$ cat src/shared/cce_map.svh
`ifndef CCE_MAP_SVH
`define CCE_MAP_SVH


// ****************************************
// Mode field codes
// ****************************************
`define CCE_MODE_OFF 4'h0
`define CCE_MODE_FALL 4'h4
`define CCE_MODE_RISE 4'h5
`define CCE_MODE_RISE4 4'h6
`define CCE_MODE_RISE16 4'h7
`define CCE_MODE_SWCMP 4'ha
`define CCE_MODE_SPEVT 4'hb

// ****************************************
// Prescale terminal counts, reset value and synchroniser depth
// ****************************************
`define CCE_PRE4_LAST 4'h3
`define CCE_PRE16_LAST 4'hf
`define CCE_VALUE_RST 16'h0000
`define CCE_SYNC_STAGES 3

`endif

$ cat src/shared/cce_pkg.sv
package cce_pkg;

    typedef logic [3:0] cce_mode_t;
    typedef logic [15:0] cce_count_t;

    // Channel state
    typedef struct packed {
        cce_mode_t mode_prev;
        logic pin_prev;
        logic [3:0] prescale;
        cce_count_t value;
        logic event_flag;
        logic event_request;
        logic match_prev;
        logic special_trigger;
        logic reset_pending;
        logic timer_reset;
        logic conversion_start;
        logic pin_drive_en;
    } cce_state_s;

    // Synchroniser state
    typedef struct packed {
        logic [2:0] stage;
        logic level;
    } cce_sync_s;

endpackage : cce_pkg

$ cat src/hw/cce_sync.sv
`timescale 1ns/1ps
`include "cce_map.svh"

module cce_sync
    import cce_pkg::*;
(
    // Clock and reset
    input wire logic clk,
    input wire logic rst_b,
    // Asynchronous input and clean level
    input wire logic async_in,
    output logic level
);

    cce_sync_s state;
    cce_sync_s next_state;

    // ****************************************
    // Three stages, level moves when last two agree
    // ****************************************
    always_comb
    begin
        next_state = state;
        next_state.stage = {state.stage[1:0], async_in};
        if (state.stage[1] == state.stage[2])
        begin
            next_state.level = state.stage[2];
        end
    end

    always_ff @(posedge clk)
    begin
        if (!rst_b)
        begin
            state <= '0;
        end
        else
        begin
            state <= next_state;
        end
    end

    assign level = state.level;

endmodule : cce_sync

$ cat src/hw/cce_unit.sv
`timescale 1ns/1ps
`include "cce_map.svh"

module cce_unit
    import cce_pkg::*;
(
    // Clock and reset
    input wire logic clk,
    input wire logic rst_b,
    // Channel pin level as seen at the pad
    input wire logic capture_compare_pin,
    // Shared timer
    input wire logic [15:0] shared_timer_count,
    input wire logic timer_clock_tick,
    output logic timer_reset,
    // Channel control
    input wire logic [3:0] channel_mode_field,
    input wire logic channel_event_enable,
    input wire logic channel_event_flag_clear,
    input wire logic value_write,
    input wire logic [15:0] value_write_data,
    // System state
    input wire logic converter_enable,
    input wire logic sleep_active,
    // Status and results
    output logic [15:0] capture_compare_value_pair,
    output logic channel_event_flag,
    output logic channel_event_request,
    output logic special_trigger,
    output logic conversion_start,
    output logic pin_drive_en
);

    cce_state_s state;
    cce_state_s next_state;
    logic pin_level;

    // ****************************************
    // Pin synchroniser
    // ****************************************
    cce_sync u_pin_sync (
        .clk(clk),
        .rst_b(rst_b),
        .async_in(capture_compare_pin),
        .level(pin_level)
    );

    // ****************************************
    // Next-state logic
    // ****************************************
    always_comb
    begin
        logic rise;
        logic fall;
        logic capture_hit;
        logic is_capture;
        logic is_compare;
        logic match;
        logic match_rise;
        logic mode_changed;
        logic set_flag;
        logic is_special;

        rise = 1'b0;
        fall = 1'b0;
        capture_hit = 1'b0;
        is_capture = 1'b0;
        is_compare = 1'b0;
        match = 1'b0;
        match_rise = 1'b0;
        mode_changed = 1'b0;
        set_flag = 1'b0;
        is_special = 1'b0;
        next_state = state;

        // Edge detection on the clean pin level
        rise = pin_level && !state.pin_prev;
        fall = !pin_level && state.pin_prev;
        next_state.pin_prev = pin_level;

        mode_changed = (channel_mode_field != state.mode_prev);
        next_state.mode_prev = channel_mode_field;

        is_capture = (channel_mode_field == `CCE_MODE_FALL)
            || (channel_mode_field == `CCE_MODE_RISE)
            || (channel_mode_field == `CCE_MODE_RISE4)
            || (channel_mode_field == `CCE_MODE_RISE16);
        is_compare = (channel_mode_field == `CCE_MODE_SWCMP)
            || (channel_mode_field == `CCE_MODE_SPEVT);
        is_special = (channel_mode_field == `CCE_MODE_SPEVT);

        // ****************************************
        // Capture event qualification
        // ****************************************
        if (mode_changed)
        begin
            next_state.prescale = 4'h0;
            set_flag = is_capture;
        end
        else
        begin
            unique case (channel_mode_field)
                `CCE_MODE_FALL:
                begin
                    capture_hit = fall;
                end
                `CCE_MODE_RISE:
                begin
                    capture_hit = rise;
                end
                `CCE_MODE_RISE4:
                begin
                    if (rise)
                    begin
                        capture_hit = (state.prescale == `CCE_PRE4_LAST);
                        next_state.prescale = capture_hit ? 4'h0 : state.prescale + 4'h1;
                    end
                end
                `CCE_MODE_RISE16:
                begin
                    if (rise)
                    begin
                        capture_hit = (state.prescale == `CCE_PRE16_LAST);
                        next_state.prescale = state.prescale + 4'h1;
                    end
                end
                default:
                begin
                    capture_hit = 1'b0;
                end
            endcase
        end

        // ****************************************
        // Value pair: capture overwrites, software write loads compare value
        // ****************************************
        if (capture_hit)
        begin
            next_state.value = shared_timer_count;
            set_flag = 1'b1;
        end
        else if (value_write)
        begin
            next_state.value = value_write_data;
        end

        // Compare match, only while the system clock runs
        match = is_compare && !mode_changed && !sleep_active
            && (shared_timer_count == state.value);
        match_rise = match && !state.match_prev;
        next_state.match_prev = match;
        if (match_rise)
        begin
            set_flag = 1'b1;
        end

        // ****************************************
        // Special event trigger
        // ****************************************
        next_state.special_trigger = 1'b0;
        next_state.conversion_start = 1'b0;
        if (match_rise && is_special)
        begin
            next_state.special_trigger = 1'b1;
            next_state.conversion_start = converter_enable;
            next_state.reset_pending = 1'b1;
        end

        // ****************************************
        // Timer reset on the following timer clock edge
        // ****************************************
        next_state.timer_reset = 1'b0;
        if (state.reset_pending && !match)
        begin
            next_state.reset_pending = 1'b0;
        end
        else if (state.reset_pending && timer_clock_tick)
        begin
            next_state.reset_pending = 1'b0;
            next_state.timer_reset = 1'b1;
        end

        // Event flag: hardware set wins over software clear
        if (set_flag)
        begin
            next_state.event_flag = 1'b1;
        end
        else if (channel_event_flag_clear)
        begin
            next_state.event_flag = 1'b0;
        end
        next_state.event_request = next_state.event_flag && channel_event_enable;

        // The channel never drives the pin in these modes
        next_state.pin_drive_en = 1'b0;
    end

    // ****************************************
    // State register
    // ****************************************
    always_ff @(posedge clk)
    begin
        if (!rst_b)
        begin
            state <= '0;
            state.value <= `CCE_VALUE_RST;
        end
        else
        begin
            state <= next_state;
        end
    end

    // ****************************************
    // Outputs
    // ****************************************
    assign capture_compare_value_pair = state.value;
    assign channel_event_flag = state.event_flag;
    assign channel_event_request = state.event_request;
    assign special_trigger = state.special_trigger;
    assign conversion_start = state.conversion_start;
    assign timer_reset = state.timer_reset;
    assign pin_drive_en = state.pin_drive_en;

endmodule : cce_unit

$ cat config.mk
export PLATFORM = sky130hd
export DESIGN_NAME = cce_unit
export DESIGN_NICKNAME = d
export VERILOG_FILES = /design/src/shared/cce_pkg.sv /design/src/hw/cce_sync.sv /design/src/hw/cce_unit.sv
export VERILOG_INCLUDE_DIRS = /design/src /design/src/shared
export SDC_FILE = /design/constraint.sdc
export NUM_CORES = 1
export LEC_CHECK = 0
export ABC_AREA = 1
export BUFFER_PORTS_ARGS = -buffer_cell sky130_fd_sc_hd__buf_2
export CAP_MARGIN = 40
export CORE_ASPECT_RATIO = 1.25
export CORE_MARGIN = 10
export CORE_UTILIZATION = 56
export CTS_CLUSTER_DIAMETER = 60
export DETAILED_ROUTE_END_ITERATION = 7
export GPL_TIMING_DRIVEN = 0
export PLACE_DENSITY = 0.94
export SYNTH_ARGS = -nofsm -noshare
export SYNTH_HDL_FRONTEND = slang
export SYNTH_SLANG_ARGS = --single-unit
$ cat constraint.sdc
create_clock -name clk -period 3.9 [get_ports clk]
set_clock_uncertainty 0.1 [all_clocks]
set_input_delay 0.78 -clock clk [delete_from_list [all_inputs] [get_ports clk]]
set_output_delay 0.78 -clock clk [all_outputs]
set_load 0.005 [all_outputs]
==> report_table.html, run 1 <==
<table>
<tr><th>Metric</th><th>Value</th></tr>
<tr><th colspan="2">Min path</th></tr>
<tr><td>Hold Crit Depth</td><td>2</td></tr>
<tr><td>Hold Path Origin</td><td>u_pin_sync.next_state[2]</td></tr>
<tr><td>Worst hold path class</td><td>flop to flop</td></tr>
<tr><td>Endpoint of the worst hold path</td><td>u_pin_sync.next_state[3]</td></tr>
<tr><th colspan="2">Final layout</th></tr>
<tr><td>Synth-to-layout area growth</td><td>21.4%</td></tr>
<tr><td>Final design instance area without fill</td><td>2850 sq um</td></tr>
<tr><td>Count of nets after finishing</td><td>495</td></tr>
<tr><td>Ratio of cells with drive above 1 in the final layout</td><td>0.244</td></tr>
<tr><td># fillers</td><td>352</td></tr>
<tr><td>Area taken by flip-flops and latches</td><td>721 sq um</td></tr>
<tr><td>Leading cell type in the layout, fill and taps excluded</td><td>nand2_1</td></tr>
<tr><td>Multi-input gate area</td><td>1210 sq um</td></tr>
<tr><td>Top library cells by usage in the layout, fill and taps aside</td><td>nand2_1 (126), buf_2 (66), inv_1 (58)</td></tr>
<tr><td>Number of antenna diodes</td><td>0</td></tr>
<tr><th colspan="2">Global route</th></tr>
<tr><td>Pin count of the biggest net entering global routing</td><td>13</td></tr>
<tr><td>Initial antenna violation count</td><td>0</td></tr>
<tr><td>Total Routing Usage GR</td><td>0.164</td></tr>
<tr><td>Via count of the first global-routing pass</td><td>2335</td></tr>
<tr><td>Global route overflow</td><td>0</td></tr>
<tr><td>Global-route wire length before repair</td><td>10100 um</td></tr>
<tr><th colspan="2">Setup path</th></tr>
<tr><td>Data required, critical path</td><td>3.96 ns</td></tr>
<tr><td>R2R depth</td><td>10</td></tr>
<tr><td>Dominant delay contributor by cell family on the critical path</td><td>simple AND/OR/NAND/NOR gates</td></tr>
<tr><td>Worst-path cell chain</td><td>buf_2 -&gt; inv_2 -&gt; nand2_4 -&gt; nor2_2 -&gt; nor3_2 -&gt; nand2_2 -&gt; nand3_4 -&gt; buf_2 -&gt; nand3_1 -&gt; nand2_1 -&gt; a21oi_1</td></tr>
<tr><td>Signal arrival time at the worst endpoint</td><td>2.08 ns</td></tr>
<tr><td>Max FO, Critical Path</td><td>10</td></tr>
<tr><td>Capture point of the worst reg-to-reg path</td><td>capture_compare_value_pair[9]</td></tr>
<tr><td>FF-to-FF setup slack</td><td>2.07 ns</td></tr>
<tr><td>Dominant cell type by count on the critical path</td><td>buf_2</td></tr>
<tr><td>Slowest CP cell</td><td>buf_2</td></tr>
<tr><td>Count of buffering cells on the critical path with inverters included</td><td>3</td></tr>
<tr><td>Crit path launch type</td><td>input pin</td></tr>
<tr><td>Biggest cell delay along the critical path</td><td>0.25 ns</td></tr>
<tr><td>Setup Crit Path Kind</td><td>input pin to flop</td></tr>
<tr><td>Crit. End Element</td><td>flop</td></tr>
<tr><td>Reg-to-reg startpoint</td><td>u_pin_sync.level</td></tr>
<tr><th colspan="2">Synthesis</th></tr>
<tr><td>Mean area per synthesized cell</td><td>6.21 sq um</td></tr>
<tr><td>Sequential-to-total area share from yosys stat</td><td>0.307</td></tr>
<tr><td>Yosys reg bits</td><td>36</td></tr>
<tr><td>Synthesized instance count</td><td>378</td></tr>
<tr><td>Area of the mapped netlist</td><td>2350 sq um</td></tr>
<tr><td>Cell variety after synth</td><td>31</td></tr>
<tr><td>Warnings from Yosys</td><td>0</td></tr>
<tr><td>Number of nets in the synthesized netlist</td><td>424</td></tr>
<tr><th colspan="2">Pwr</th></tr>
<tr><td>Power Density</td><td>308 nW/um^2</td></tr>
<tr><td>Leakage Power</td><td>1.62 nW</td></tr>
<tr><td>Maximum vdd ir drop</td><td>0.232 mV</td></tr>
<tr><th colspan="2">Clocking</th></tr>
<tr><td>Clock tree buffer depth</td><td>2</td></tr>
<tr><td>H-Tree Depth</td><td>2</td></tr>
<tr><td>Total of cells resized after clock tree synthesis</td><td>0</td></tr>
<tr><td>Hold bufs inserted after CTS</td><td>0</td></tr>
<tr><td>Number of post-CTS setup repair buffers</td><td>0</td></tr>
<tr><td>CTS buffer count</td><td>5</td></tr>
<tr><td>Root buffer selected by CTS</td><td>clkbuf_8</td></tr>
<tr><td>Source-to-sink clock delay at the later pin of the worst-skew pair</td><td>0.29 ns</td></tr>
<tr><td>Sink Count</td><td>36</td></tr>
<tr><td>TritonCTS clock tree</td><td>yes</td></tr>
<tr><td>Clock input transition at the sequential cells of the worst setup and hold paths</td><td>0.08 ns</td></tr>
<tr><th colspan="2">Place</th></tr>
<tr><td>Total placed instance area</td><td>2740 sq um</td></tr>
<tr><td>Worst setup slack before clock tree synthesis</td><td>1.58 ns</td></tr>
<tr><td>DP HPWL</td><td>4840 um</td></tr>
<tr><td>Count of buffers inserted at the top-level ports</td><td>64</td></tr>
<tr><td>Placer Congestion</td><td>0.927</td></tr>
<tr><th colspan="2">Drt</th></tr>
<tr><td>Vias post-DR</td><td>2401</td></tr>
<tr><td>ANT nets after route</td><td>0</td></tr>
<tr><td>Total iterations of the first detailed-routing run</td><td>4</td></tr>
<tr><td>Number of vias per cell after detailed routing</td><td>4.75</td></tr>
<tr><td>Number of remaining DRC errors</td><td>0</td></tr>
<tr><td>First-iteration detailed-routing DRC count</td><td>214</td></tr>
<tr><td>Total length of routed wires</td><td>6010 um</td></tr>
<tr><td>Post-detailed-route wirelength per cell</td><td>11.9 um</td></tr>
<tr><th colspan="2">Timing</th></tr>
<tr><td>Number of setup violations in the final report</td><td>0</td></tr>
<tr><td>FMAX</td><td>0.495 GHz</td></tr>
<tr><td>Final hold violation count</td><td>0</td></tr>
<tr><td>Final-layout setup total negative slack</td><td>0 ns</td></tr>
<tr><td>Final worst setup slack</td><td>1.88 ns</td></tr>
<tr><td>Final period demand of the worst path</td><td>2.02 ns</td></tr>
<tr><td>Final worst-path cycle share</td><td>0.518</td></tr>
<tr><td>Hold Worst Slack</td><td>0.322 ns</td></tr>
<tr><td>Setup repair after global routing missed its margin</td><td>no</td></tr>
<tr><td>Max-slew violation count</td><td>0</td></tr>
<tr><th colspan="2">Die</th></tr>
<tr><td>Overall die height</td><td>92.4 um</td></tr>
<tr><td>Cell row count</td><td>26</td></tr>
<tr><td>Initial core utilization</td><td>0.577</td></tr>
<tr><td>Die area</td><td>7190 sq um</td></tr>
<tr><td>Core footprint</td><td>4070 sq um</td></tr>
<tr><td>Horizontal die dimension</td><td>77.9 um</td></tr>
<tr><td>Top Ports</td><td>67</td></tr>
<tr><th colspan="2">Run status</th></tr>
<tr><td>Outcome</td><td>complete, no violations</td></tr>
<tr><th colspan="2">Flow run</th></tr>
<tr><td>Max Cap Viol</td><td>0</td></tr>
</table>
area by class of cell:
type,count,area share
Clock inverter,3,0.0149
Multi-Input combinational cell,253,0.424
Clock buffer,5,0.0242
Buffer,28,0.0668
Inverter,61,0.0804
Tap cell,56,0.0246
Sequential cell,36,0.253
Timing Repair Buffer,64,0.112
tightest hold or removal path, stage by stage, from the launching register on:
cell and delay [ns]:
dfxtp_1 0.31, nand2_1 0.05, inv_1 0.04
sequential cells by signal, indices dropped and copies added (netlist names):
name	flops
capture_compare_value_pair	16
channel_event_flag	1
channel_event_request	1
conversion_start	1
special_trigger	1
state	11
timer_reset	1
u_pin_sync.level	1
u_pin_sync.next_state	2
u_pin_sync.state	1
per-layer routing:
layer	global-route usage	part of all wire	vias up
li1	-	-	1273
met1	0.162	0.38	1060
met2	0.310	0.53	62
met3	0.0542	0.078	6
met4	0.0554	0.0092	0
met5	0	0	-
cell families after synthesis:
| family | count (synthesis) | share of synthesized area |
|---|---|---|
| xor gates and xnor gates | 10 | 0.0373 |
| and+or+nand+nor | 220 | 0.423 |
| adders and majority gates | 1 | 0.00533 |
| other | 1 | 0.00160 |
| AOI/OAI and AO/OA | 21 | 0.0469 |
| DFF | 36 | 0.307 |
| buffers and inverters | 89 | 0.179 |
metrics by stage:
stage	utilization	total power [W]	instances
after floorplan	-	0.000496	378
after global placement	0.673	0.000549	498
after detailed placement	0.673	0.000553	498
after CTS	0.700	0.000881	506
after global routing	0.700	0.000921	506
final	0.700	0.000877	506
Yosys cell counts, drive strengths merged:
library cell  count  share of area
inv              61          0.098
nand2           130           0.22
nand3b            6          0.019
xor2              5          0.019
nor2             38          0.074
nand4             4          0.011
and3              1         0.0027
nor4              1         0.0027
dfxtp            36           0.31
o211ai            1         0.0032
clkbuf            5         0.0080
ha                1         0.0053
o21bai            1         0.0032
nand3            35          0.082
buf              23          0.073
nor3              5          0.015
conb              1         0.0016
xnor2             5          0.019
a21oi            19          0.041
power by group:
part	internal, W	total (W)	switching [W]
registers	0.000381	0.000393	0.0000119
clock network	0.000189	0.000332	0.000142
logic	0.0000688	0.000152	0.0000834
worst max-delay path by stage:
stage                               start                              to  slack, ns  cells after the start
CTS                 channel_mode_field[3]   capture_compare_value_pair[2]       1.89                     11
global placement    channel_mode_field[3]  capture_compare_value_pair[10]       1.66                     10
finish              channel_mode_field[3]   capture_compare_value_pair[9]       1.88                     11
detailed placement  channel_mode_field[3]   capture_compare_value_pair[9]       1.58                     11
floorplan           channel_mode_field[3]   capture_compare_value_pair[0]       1.97                      9
global route        channel_mode_field[3]  capture_compare_value_pair[10]       1.76                     10
Note: power is estimated with default switching activity, not from simulation.
==> run 2: changes to the inputs <==
Settings changed: ABC_AREA 1 to 0, CORE_UTILIZATION 56 to 44, PLACE_DENSITY 0.94 to 0.84.
Clock period 3.9 ns to 1.65 ns, I/O delays scaled along.
==> run 2 against run 1 <==
  * The flow now finishes with violations (negative setup slack)
  * Flip-flop and latch count stayed put
  * Global-route usage decreased by 2.7 points
  * Final cell count shrank 34%
  * Total power increased by 110%
  * Synthesized area fell by 20%
  * Critical path type is now flop to flop
  * Critical endpoint is now capture_compare_value_pair[3]
  * Highest routed layer unchanged
==> report_table.html, run 2 <==
<table>
<tr><th>Metric</th><th>Value</th></tr>
<tr><th colspan="2">Clocking</th></tr>
<tr><td>CTS buffer count</td><td>5 (unchanged)</td></tr>
<tr><td>TritonCTS clock tree</td><td>yes</td></tr>
<tr><td>H-Tree Depth</td><td>2 (unchanged)</td></tr>
<tr><td>Root buffer selected by CTS</td><td>clkbuf_8</td></tr>
<tr><td>Clock tree buffer depth</td><td>2 (unchanged)</td></tr>
<tr><td>Sink Count</td><td>36 (unchanged)</td></tr>
<tr><td>Clock input transition at the sequential cells of the worst setup and hold paths</td><td>0.07 ns (about the same)</td></tr>
<tr><td>Source-to-sink clock delay at the later pin of the worst-skew pair</td><td>0.28 ns (about the same)</td></tr>
<tr><th colspan="2">Synthesis</th></tr>
<tr><td>Largest cells by area after synthesis</td><td>dfxtp_1 (39%), xor2_1 (10%), mux2i_1 (9.1%)</td></tr>
<tr><td>Share of flip-flops with an asynchronous set or reset after synthesis</td><td>0 (unchanged)</td></tr>
<tr><td>Most frequent cell after synthesis</td><td>dfxtp_1</td></tr>
<tr><td>Warnings from Yosys</td><td>0 (unchanged)</td></tr>
<tr><td>Post-synth top cells</td><td>dfxtp_1 (36), xor2_1 (22), nand2_1 (21)</td></tr>
<tr><td>Number of nets in the synthesized netlist</td><td>238 (-44%)</td></tr>
<tr><td>Synthesized instance count</td><td>192 (-49%)</td></tr>
<tr><td>Most used flip-flop cell after synthesis</td><td>dfxtp_1</td></tr>
<tr><td>Cell variety after synth</td><td>35 (+13%)</td></tr>
<tr><td>Area share of the largest cell type after synthesis</td><td>0.385 (+0.0781)</td></tr>
<tr><td>Mean area per synthesized cell</td><td>9.74 sq um (+57%)</td></tr>
<tr><td>Cell type contributing the most total cell area after synthesis</td><td>dfxtp_1</td></tr>
<tr><td>Area of the mapped netlist</td><td>1870 sq um (-20%)</td></tr>
<tr><td>Number of synthesized flops with an enable pin</td><td>0 (unchanged)</td></tr>
<tr><td>Sequential-to-total area share from yosys stat</td><td>0.385 (+0.0781)</td></tr>
<tr><td>Yosys reg bits</td><td>36 (unchanged)</td></tr>
<tr><th colspan="2">Pwr</th></tr>
<tr><td>Maximum vdd ir drop</td><td>0.607 mV (+160%)</td></tr>
<tr><td>Power Density</td><td>724 nW/um^2 (+140%)</td></tr>
<tr><td>Leakage Power</td><td>1.40 nW (-14%)</td></tr>
<tr><th colspan="2">Timing</th></tr>
<tr><td>FMAX</td><td>0.532 GHz</td></tr>
<tr><td>Worst slew margin relative to its limit</td><td>0.516</td></tr>
<tr><td>Final period demand of the worst path</td><td>1.88 ns</td></tr>
<tr><td>Number of setup violations in the final report</td><td>21 (+21)</td></tr>
<tr><td>Worst slew pin tran</td><td>0.726 ns</td></tr>
<tr><td>Final hold violation count</td><td>0 (unchanged)</td></tr>
<tr><td>Final worst-path cycle share</td><td>1.14</td></tr>
<tr><td>Setup repair after global routing missed its margin</td><td>yes</td></tr>
<tr><td>Max-slew violation count</td><td>0 (unchanged)</td></tr>
<tr><td>Final worst setup slack</td><td>-0.230 ns (-2.11 ns)</td></tr>
<tr><th colspan="2">Drt</th></tr>
<tr><td>Number of vias per cell after detailed routing</td><td>5.00 (+5.4%)</td></tr>
<tr><td>Post-detailed-route wirelength per cell</td><td>15.1 um (+27%)</td></tr>
<tr><td>Number of remaining DRC errors</td><td>0 (unchanged)</td></tr>
<tr><td>ANT nets after route</td><td>0 (unchanged)</td></tr>
<tr><td>Total length of routed wires</td><td>5030 um (-16%)</td></tr>
<tr><td>Total iterations of the first detailed-routing run</td><td>4 (unchanged)</td></tr>
<tr><td>Vias post-DR</td><td>1661 (-31%)</td></tr>
<tr><td>First-iteration detailed-routing DRC count</td><td>59 (-72%)</td></tr>
<tr><th colspan="2">Place</th></tr>
<tr><td>Count of buffers inserted at the top-level ports</td><td>64 (unchanged)</td></tr>
<tr><td>Worst setup slack before clock tree synthesis</td><td>-0.436 ns (-2.02 ns)</td></tr>
<tr><td>DP HPWL</td><td>3650 um (-25%)</td></tr>
<tr><td>Number of placed cells counting well taps</td><td>312 (-37%)</td></tr>
<tr><td>Placer Congestion</td><td>0.823 (-11%)</td></tr>
<tr><td>Total placed instance area</td><td>2280 sq um (-17%)</td></tr>
<tr><th colspan="2">Die</th></tr>
<tr><td>Overall die height</td><td>92.9 um (+0.57%)</td></tr>
<tr><td>Initial core utilization</td><td>0.456 (-0.121)</td></tr>
<tr><td>Cell row count</td><td>26 (unchanged)</td></tr>
<tr><td>Core footprint</td><td>4100 sq um (+0.80%)</td></tr>
<tr><td>Die area</td><td>7280 sq um (+1.1%)</td></tr>
<tr><td>Top Ports</td><td>67 (unchanged)</td></tr>
<tr><td>Horizontal die dimension</td><td>78.3 um (+0.55%)</td></tr>
<tr><th colspan="2">Final layout</th></tr>
<tr><td>Final design instance area without fill</td><td>2600 sq um (-8.6%)</td></tr>
<tr><td>Ratio of cells with drive above 1 in the final layout</td><td>0.467 (+0.223)</td></tr>
<tr><td>Top library cells by usage in the layout, fill and taps aside</td><td>buf_2 (64), dfxtp_1 (29), buf_4 (26)</td></tr>
<tr><td>Max FFs per register</td><td>16 (unchanged)</td></tr>
<tr><td>Count of nets after finishing</td><td>321 (-35%)</td></tr>
<tr><td>Final cell count without fillers</td><td>332 (-34%)</td></tr>
<tr><td>Leading cell type in the layout, fill and taps excluded</td><td>buf_2</td></tr>
<tr><td>Core occupancy in the finished layout</td><td>0.635 (-0.0654)</td></tr>
<tr><td>Number of antenna diodes</td><td>0 (unchanged)</td></tr>
<tr><td>Synth-to-layout area growth</td><td>39.1%</td></tr>
<tr><th colspan="2">Global route</th></tr>
<tr><td>Global route overflow</td><td>0 (unchanged)</td></tr>
<tr><td>Initial antenna violation count</td><td>0 (unchanged)</td></tr>
<tr><td>Via count of the first global-routing pass</td><td>1736 (-26%)</td></tr>
<tr><td>Global-route wire length before repair</td><td>8200 um (-19%)</td></tr>
<tr><td>Total Routing Usage GR</td><td>0.137 (-0.0268)</td></tr>
<tr><td>Pin count of the biggest net entering global routing</td><td>11 (-2)</td></tr>
<tr><th colspan="2">Setup path</th></tr>
<tr><td>Setup Crit Path Kind</td><td>flop to flop</td></tr>
<tr><td>Crit path launch type</td><td>flop</td></tr>
<tr><td>Count of buffering cells on the critical path with inverters included</td><td>1 (-2)</td></tr>
<tr><td>Dominant delay contributor by cell family on the critical path</td><td>compound AO/OA/AOI/OAI gates</td></tr>
<tr><td>Worst-path cell chain</td><td>or3_4 -&gt; a2111oi_4 -&gt; o211ai_4 -&gt; buf_6 -&gt; o211a_1</td></tr>
<tr><td>Max FO, Critical Path</td><td>7 (-3)</td></tr>
<tr><td>Biggest cell delay along the critical path</td><td>0.38 ns (+0.13 ns)</td></tr>
<tr><td>Data required, critical path</td><td>1.72 ns (-2.24 ns)</td></tr>
<tr><td>Signal arrival time at the worst endpoint</td><td>1.95 ns (-0.13 ns)</td></tr>
<tr><td>Slowest CP cell</td><td>a2111oi_4</td></tr>
<tr><td>Crit. End Element</td><td>flop</td></tr>
<tr><th colspan="2">Run status</th></tr>
<tr><td>Outcome</td><td>complete, but fails checks</td></tr>
<tr><td>Violations in the final reports</td><td>negative setup slack</td></tr>
<tr><th colspan="2">Flow run</th></tr>
<tr><td>Max Cap Viol</td><td>0 (unchanged)</td></tr>
<tr><th colspan="2">Min path</th></tr>
<tr><td>Worst hold path class</td><td>input pin to flop</td></tr>
</table>
-- run 2: area by class of cell --
| type | count | area, sq um |
|---|---|---|
| tap | 56 | 70.1 |
| multi-input combinational | 128 | 1090 |
| fill | 364 | 1500 |
| sequential | 36 | 734 |
| buffer | 25 | 180 |
| clock buffer | 8 | 90.1 |
| inverter | 3 | 11.3 |
| timing repair buffer | 76 | 422 |
-- run 2: cells by family (layout without fill, tap and decap cells) --
logic type	Yosys count	count (layout)	share of synthesized area
xor gates and xnor gates	23	23	0.108
adders and majority gates	1	1	0.00669
buffers and inverters	28	112	0.102
DFF	36	36	0.385
muxes	17	17	0.0910
other	1	1	0.00200
AOI/OAI and AO/OA	26	26	0.132
and+or+nand+nor	60	60	0.173
-- run 2: metrics by stage --
| step | hold slack, ns | total power [W] | TNS [ns] |
|---|---|---|---|
| after global placement | 0.315 | 0.00123 | -8.50 |
| after global routing | 0.148 | 0.00197 | -5.21 |
| after CTS | 0.143 | 0.00188 | -3.79 |
| after detailed placement | 0.331 | 0.00124 | -9.18 |
| after floorplan | 0.312 | 0.00111 | -1.93 |
| final | 0.148 | 0.00188 | -3.71 |
-- run 2: final timing paths --
check	startpoint	endpoint	slack, ns	depth (start not counted)
min reg2reg	u_pin_sync.next_state[2]	u_pin_sync.next_state[3]	0.34	1
max	state[26]	capture_compare_value_pair[3]	-0.23	5
max reg2reg	state[26]	capture_compare_value_pair[3]	-0.23	5
min	converter_enable	conversion_start	0.15	2
-- run 2: routing by layer --
metal	vias up	routed length [um]	track usage
li1	816	-	-
met1	763	2060	0.154
met2	73	2430	0.226
met3	9	446	0.0600
met4	0	82	0.0464
met5	-	0	0
-- run 2: worst register-to-register path, stage by stage (launching register included) --
cell	delay, ns
dfxtp_4	0.34
or3_4	0.37
a2111oi_4	0.38
o211ai_4	0.19
buf_6	0.18
o211a_1	0.21
-- run 2: power by group --
part	total, W	leakage (nW)	switching (W)	internal (W)
clock network	0.000643	0.0455	0.000303	0.000341
registers	0.000925	0.299	0.0000252	0.000900
logic	0.000315	1.05	0.000146	0.000169
total	0.00188	1.40	0.000474	0.00141
-- run 2: what timing repair did --
item                                    CTS  global route
pin swaps                                 4            13
hold buffers                              0             0
endpoints found under the setup margin   25            24
cloned                                    2             0
buffers inserted                          7             3
resized for setup                        12            23
==> run 3: changes to the inputs <==
Settings changed: ABC_AREA 0 to 1, CORE_UTILIZATION 44 to 47, PLACE_DENSITY 0.84 to 0.85.
==> run 3 against run 2 <==
  * Critical endpoint is now capture_compare_value_pair[2]
  * Cell area grew 18%
  * Critical path type unchanged
  * Count of clock-buffer cells in the layout shrank 3
  * Clock power grew 21%
  * Sequential power grew 0.8%
  * Die area up 13%
  * Global-route usage rose by 1.1 points
  * Maximum frequency grew 11%
  * Total power is 11% higher
  * The flow still finishes with violations (negative setup slack)
  * Critical path depth is 5 higher
==> report_table.html, run 3 (synthesis results as in run 1) <==
<table>
<tr><th>Metric</th><th>Value</th></tr>
<tr><th colspan="2">Run status</th></tr>
<tr><td>Outcome</td><td>complete, but fails checks</td></tr>
<tr><td>Violations in the final reports</td><td>negative setup slack</td></tr>
<tr><th colspan="2">Min path</th></tr>
<tr><td>Hold Crit Depth</td><td>3 (+1)</td></tr>
<tr><td>Endpoint of the worst hold path</td><td>u_pin_sync.next_state[2]</td></tr>
<tr><td>Worst hold path class</td><td>input pin to flop</td></tr>
<tr><td>Hold Path Origin</td><td>capture_compare_pin</td></tr>
<tr><th colspan="2">Pwr</th></tr>
<tr><td>Logic pwr share</td><td>0.187 (+0.020)</td></tr>
<tr><td>Net switching power</td><td>0.000576 W (+21%)</td></tr>
<tr><td>Maximum vdd ir drop</td><td>0.457 mV (-25%)</td></tr>
<tr><td>Power Density</td><td>684 nW/um^2 (-5.6%)</td></tr>
<tr><td>Part of the power in the clock network</td><td>0.369 (+0.027)</td></tr>
<tr><td>Cell-internal power</td><td>0.00152 W (+8.1%)</td></tr>
<tr><td>Sequential share of power</td><td>0.444 (-0.047)</td></tr>
<tr><td>Leakage Power</td><td>1.72 nW (+23%)</td></tr>
<tr><td>Total power draw</td><td>0.00210 W (+11%)</td></tr>
<tr><td>Proportion of total power due to net switching</td><td>0.274 (+0.0226)</td></tr>
<tr><th colspan="2">Setup path</th></tr>
<tr><td>Worst-path cell chain</td><td>ha_2 -&gt; inv_2 -&gt; nor3_4 -&gt; nand2_2 -&gt; nand3_4 -&gt; nand2_8 -&gt; buf_8 -&gt; nand2_1 -&gt; nand2_1 -&gt; a21oi_1</td></tr>
<tr><td>Dominant delay contributor by cell family on the critical path</td><td>simple AND/OR/NAND/NOR gates</td></tr>
<tr><td>Count of buffering cells on the critical path with inverters included</td><td>2 (+1)</td></tr>
<tr><td>R2R depth</td><td>10 (+5)</td></tr>
<tr><td>Capture point of the worst reg-to-reg path</td><td>capture_compare_value_pair[2]</td></tr>
<tr><td>Data required, critical path</td><td>1.77 ns (+0.05 ns)</td></tr>
<tr><td>Reg-to-reg startpoint</td><td>state[24]</td></tr>
<tr><td>Signal arrival time at the worst endpoint</td><td>1.81 ns (-0.14 ns)</td></tr>
<tr><td>Biggest cell delay along the critical path</td><td>0.35 ns (-0.03 ns)</td></tr>
<tr><td>Setup Crit Path Kind</td><td>flop to flop</td></tr>
<tr><td>Dominant cell type by count on the critical path</td><td>nand2_1</td></tr>
<tr><td>Crit path launch type</td><td>flop</td></tr>
<tr><td>Crit. End Element</td><td>flop</td></tr>
<tr><td>Max FO, Critical Path</td><td>10 (+3)</td></tr>
<tr><td>Slowest CP cell</td><td>dfxtp_2</td></tr>
<tr><td>FF-to-FF setup slack</td><td>-0.04 ns (+0.19 ns)</td></tr>
<tr><th colspan="2">Drt</th></tr>
<tr><td>Post-detailed-route wirelength per cell</td><td>13.4 um (-12%)</td></tr>
<tr><td>Total length of routed wires</td><td>6990 um (+39%)</td></tr>
<tr><td>Number of remaining DRC errors</td><td>0 (unchanged)</td></tr>
<tr><td>First-iteration detailed-routing DRC count</td><td>198 (+240%)</td></tr>
<tr><td>Number of vias per cell after detailed routing</td><td>4.93 (-1.4%)</td></tr>
<tr><td>ANT nets after route</td><td>0 (unchanged)</td></tr>
<tr><td>Total iterations of the first detailed-routing run</td><td>5 (+1)</td></tr>
<tr><td>Vias post-DR</td><td>2580 (+55%)</td></tr>
<tr><th colspan="2">Die</th></tr>
<tr><td>Die area</td><td>8230 sq um (+13%)</td></tr>
<tr><td>Top Ports</td><td>67 (unchanged)</td></tr>
<tr><td>Overall die height</td><td>99.0 um (+6.6%)</td></tr>
<tr><td>Core footprint</td><td>4800 sq um (+17%)</td></tr>
<tr><td>Horizontal die dimension</td><td>83.2 um (+6.2%)</td></tr>
<tr><td>Initial core utilization</td><td>0.489 (+0.0324)</td></tr>
<tr><td>Cell row count</td><td>28 (+7.7%)</td></tr>
<tr><th colspan="2">Timing</th></tr>
<tr><td>FMAX</td><td>0.592 GHz (+11%)</td></tr>
<tr><td>Setup repair after global routing missed its margin</td><td>yes</td></tr>
<tr><td>Final hold violation count</td><td>0 (unchanged)</td></tr>
<tr><td>Max-slew violation count</td><td>0 (unchanged)</td></tr>
<tr><td>Final-layout setup total negative slack</td><td>-0.0520 ns (+3.66 ns)</td></tr>
<tr><td>Worst slew margin relative to its limit</td><td>0.633 (+0.116)</td></tr>
<tr><td>Number of setup violations in the final report</td><td>4 (-81%)</td></tr>
<tr><td>Final worst-path cycle share</td><td>1.02 (-0.115)</td></tr>
<tr><td>Worst slew pin tran</td><td>0.551 ns (-0.175 ns)</td></tr>
<tr><td>Hold Worst Slack</td><td>0.122 ns (-0.0257 ns)</td></tr>
<tr><td>Final period demand of the worst path</td><td>1.69 ns (-0.191 ns)</td></tr>
<tr><td>Final worst setup slack</td><td>-0.0395 ns (+0.191 ns)</td></tr>
<tr><th colspan="2">Global route</th></tr>
<tr><td>Total Routing Usage GR</td><td>0.148 (+0.0112)</td></tr>
<tr><td>Initial antenna violation count</td><td>0 (unchanged)</td></tr>
<tr><td>Global route overflow</td><td>0 (unchanged)</td></tr>
<tr><td>Via count of the first global-routing pass</td><td>2387 (+38%)</td></tr>
<tr><td>Global-route wire length before repair</td><td>10500 um (+28%)</td></tr>
<tr><td>Pin count of the biggest net entering global routing</td><td>13 (+2)</td></tr>
<tr><th colspan="2">Clocking</th></tr>
<tr><td>Source-to-sink clock delay at the later pin of the worst-skew pair</td><td>0.29 ns (about the same)</td></tr>
<tr><td>Clock tree buffer depth</td><td>2 (unchanged)</td></tr>
<tr><td>H-Tree Depth</td><td>2 (unchanged)</td></tr>
<tr><td>Sink Count</td><td>36 (unchanged)</td></tr>
<tr><td>Clock input transition at the sequential cells of the worst setup and hold paths</td><td>0.08 ns (about the same)</td></tr>
<tr><td>Root buffer selected by CTS</td><td>clkbuf_8</td></tr>
<tr><td>CTS buffer count</td><td>5 (unchanged)</td></tr>
<tr><td>TritonCTS clock tree</td><td>yes</td></tr>
<tr><th colspan="2">Place</th></tr>
<tr><td>Worst setup slack before clock tree synthesis</td><td>-0.173 ns (+0.263 ns)</td></tr>
<tr><td>DP HPWL</td><td>4980 um (+36%)</td></tr>
<tr><td>Count of buffers inserted at the top-level ports</td><td>64 (unchanged)</td></tr>
<tr><td>Placer Congestion</td><td>0.876 (+6.5%)</td></tr>
<tr><th colspan="2">Final layout</th></tr>
<tr><td>Count of nets after finishing</td><td>508 (+58%)</td></tr>
<tr><td>Top library cells by usage in the layout, fill and taps aside</td><td>nand2_1 (120), buf_2 (64), inv_1 (57)</td></tr>
<tr><td>Number of antenna diodes</td><td>0 (unchanged)</td></tr>
<tr><td>Max FFs per register</td><td>16 (unchanged)</td></tr>
<tr><td>Ratio of cells with drive above 1 in the final layout</td><td>0.320 (-0.148)</td></tr>
<tr><td>Synth-to-layout area growth</td><td>30.9%</td></tr>
<tr><td>Leading cell type in the layout, fill and taps excluded</td><td>nand2_1</td></tr>
<tr><td># fillers</td><td>429 (+18%)</td></tr>
<tr><th colspan="2">Flow run</th></tr>
<tr><td>Max Cap Viol</td><td>0 (unchanged)</td></tr>
</table>
[run 3: cell count changes in the layout (fill, tap and decap cells not counted), moves of 7 or more]
cell / delta
nand2_2: +7
and2_1: -8
nand3_1: +28
xor2_1: -17
a21oi_1: +18
inv_1: +54
nand2_1: +100
o211a_1: -17
nor2_1: +23
mux2i_1: -17
[run 3: timing repair]
action,in CTS,in global routing
pin swaps,3,6
endpoints found under the setup margin,17,22
hold buffers,0,0
buffers inserted,6,7
gates resized for setup,6,33
[run 3: stage by stage]
stage / cells / instance area (sq um) / utilization
after floorplan: 378 / 2350 / -
after global placement: 502 / 2740 / 0.571
after detailed placement: 502 / 2740 / 0.571
after CTS: 516 / 2920 / 0.608
after global routing: 523 / 3070 / 0.640
final: 523 / 3070 / 0.640
[run 3: worst max-delay path by stage]
stage,cells after the start,to,start,slack (ns)
6_report,10,capture_compare_value_pair[2],state[24],-0.04
3_3_place_gp,11,capture_compare_value_pair[9],channel_mode_field[2],-0.15
3_5_place_dp,10,capture_compare_value_pair[7],channel_mode_field[3],-0.17
4_1_cts,10,capture_compare_value_pair[14],state[24],0.006
5_1_grt,11,capture_compare_value_pair[6],state[30],-0.14
2_1_floorplan,10,capture_compare_value_pair[10],u_pin_sync.level,0.10
[run 3: area by class of cell]
class / count / area, sq um / share of cell area
Buffer: 28 / 218 / 0.0709
Timing Repair Buffer: 77 / 422 / 0.137
Sequential cell: 36 / 729 / 0.237
Tap cell: 60 / 75.1 / 0.0244
Clock inverter: 3 / 42.5 / 0.0138
Inverter: 61 / 229 / 0.0745
Multi-Input combinational cell: 253 / 1290 / 0.419
Clock buffer: 5 / 68.8 / 0.0224
[run 3: worst reg2reg max path, delay by kind of cell (launching register included)]
kind / cells / cell delay (ns)
AND/OR/NAND/NOR: 6 / 0.66
AO/OA/AOI/OAI: 1 / 0.12
flip-flops: 1 / 0.35
buffers and inverters: 2 / 0.21
adder cells (fa/ha/maj): 1 / 0.18
[run 3: routing by layer]
metal | track usage | wire, um
met1 | 0.161 | 2660
met2 | 0.270 | 3610
met3 | 0.0470 | 597
met4 | 0.0394 | 114
met5 | 0 | 0
[run 3: power by group through the flow]
stage | logic [W] | clock network (W) | registers (W)
6_report | 0.000393 | 0.000775 | 0.000932
5_1_grt | 0.000438 | 0.000821 | 0.000935
4_1_cts | 0.000366 | 0.000786 | 0.000929
3_5_place_dp | 0.000359 | 0 | 0.000949
3_3_place_gp | 0.000353 | 0 | 0.000947
2_1_floorplan | 0.000229 | 0 | 0.000943
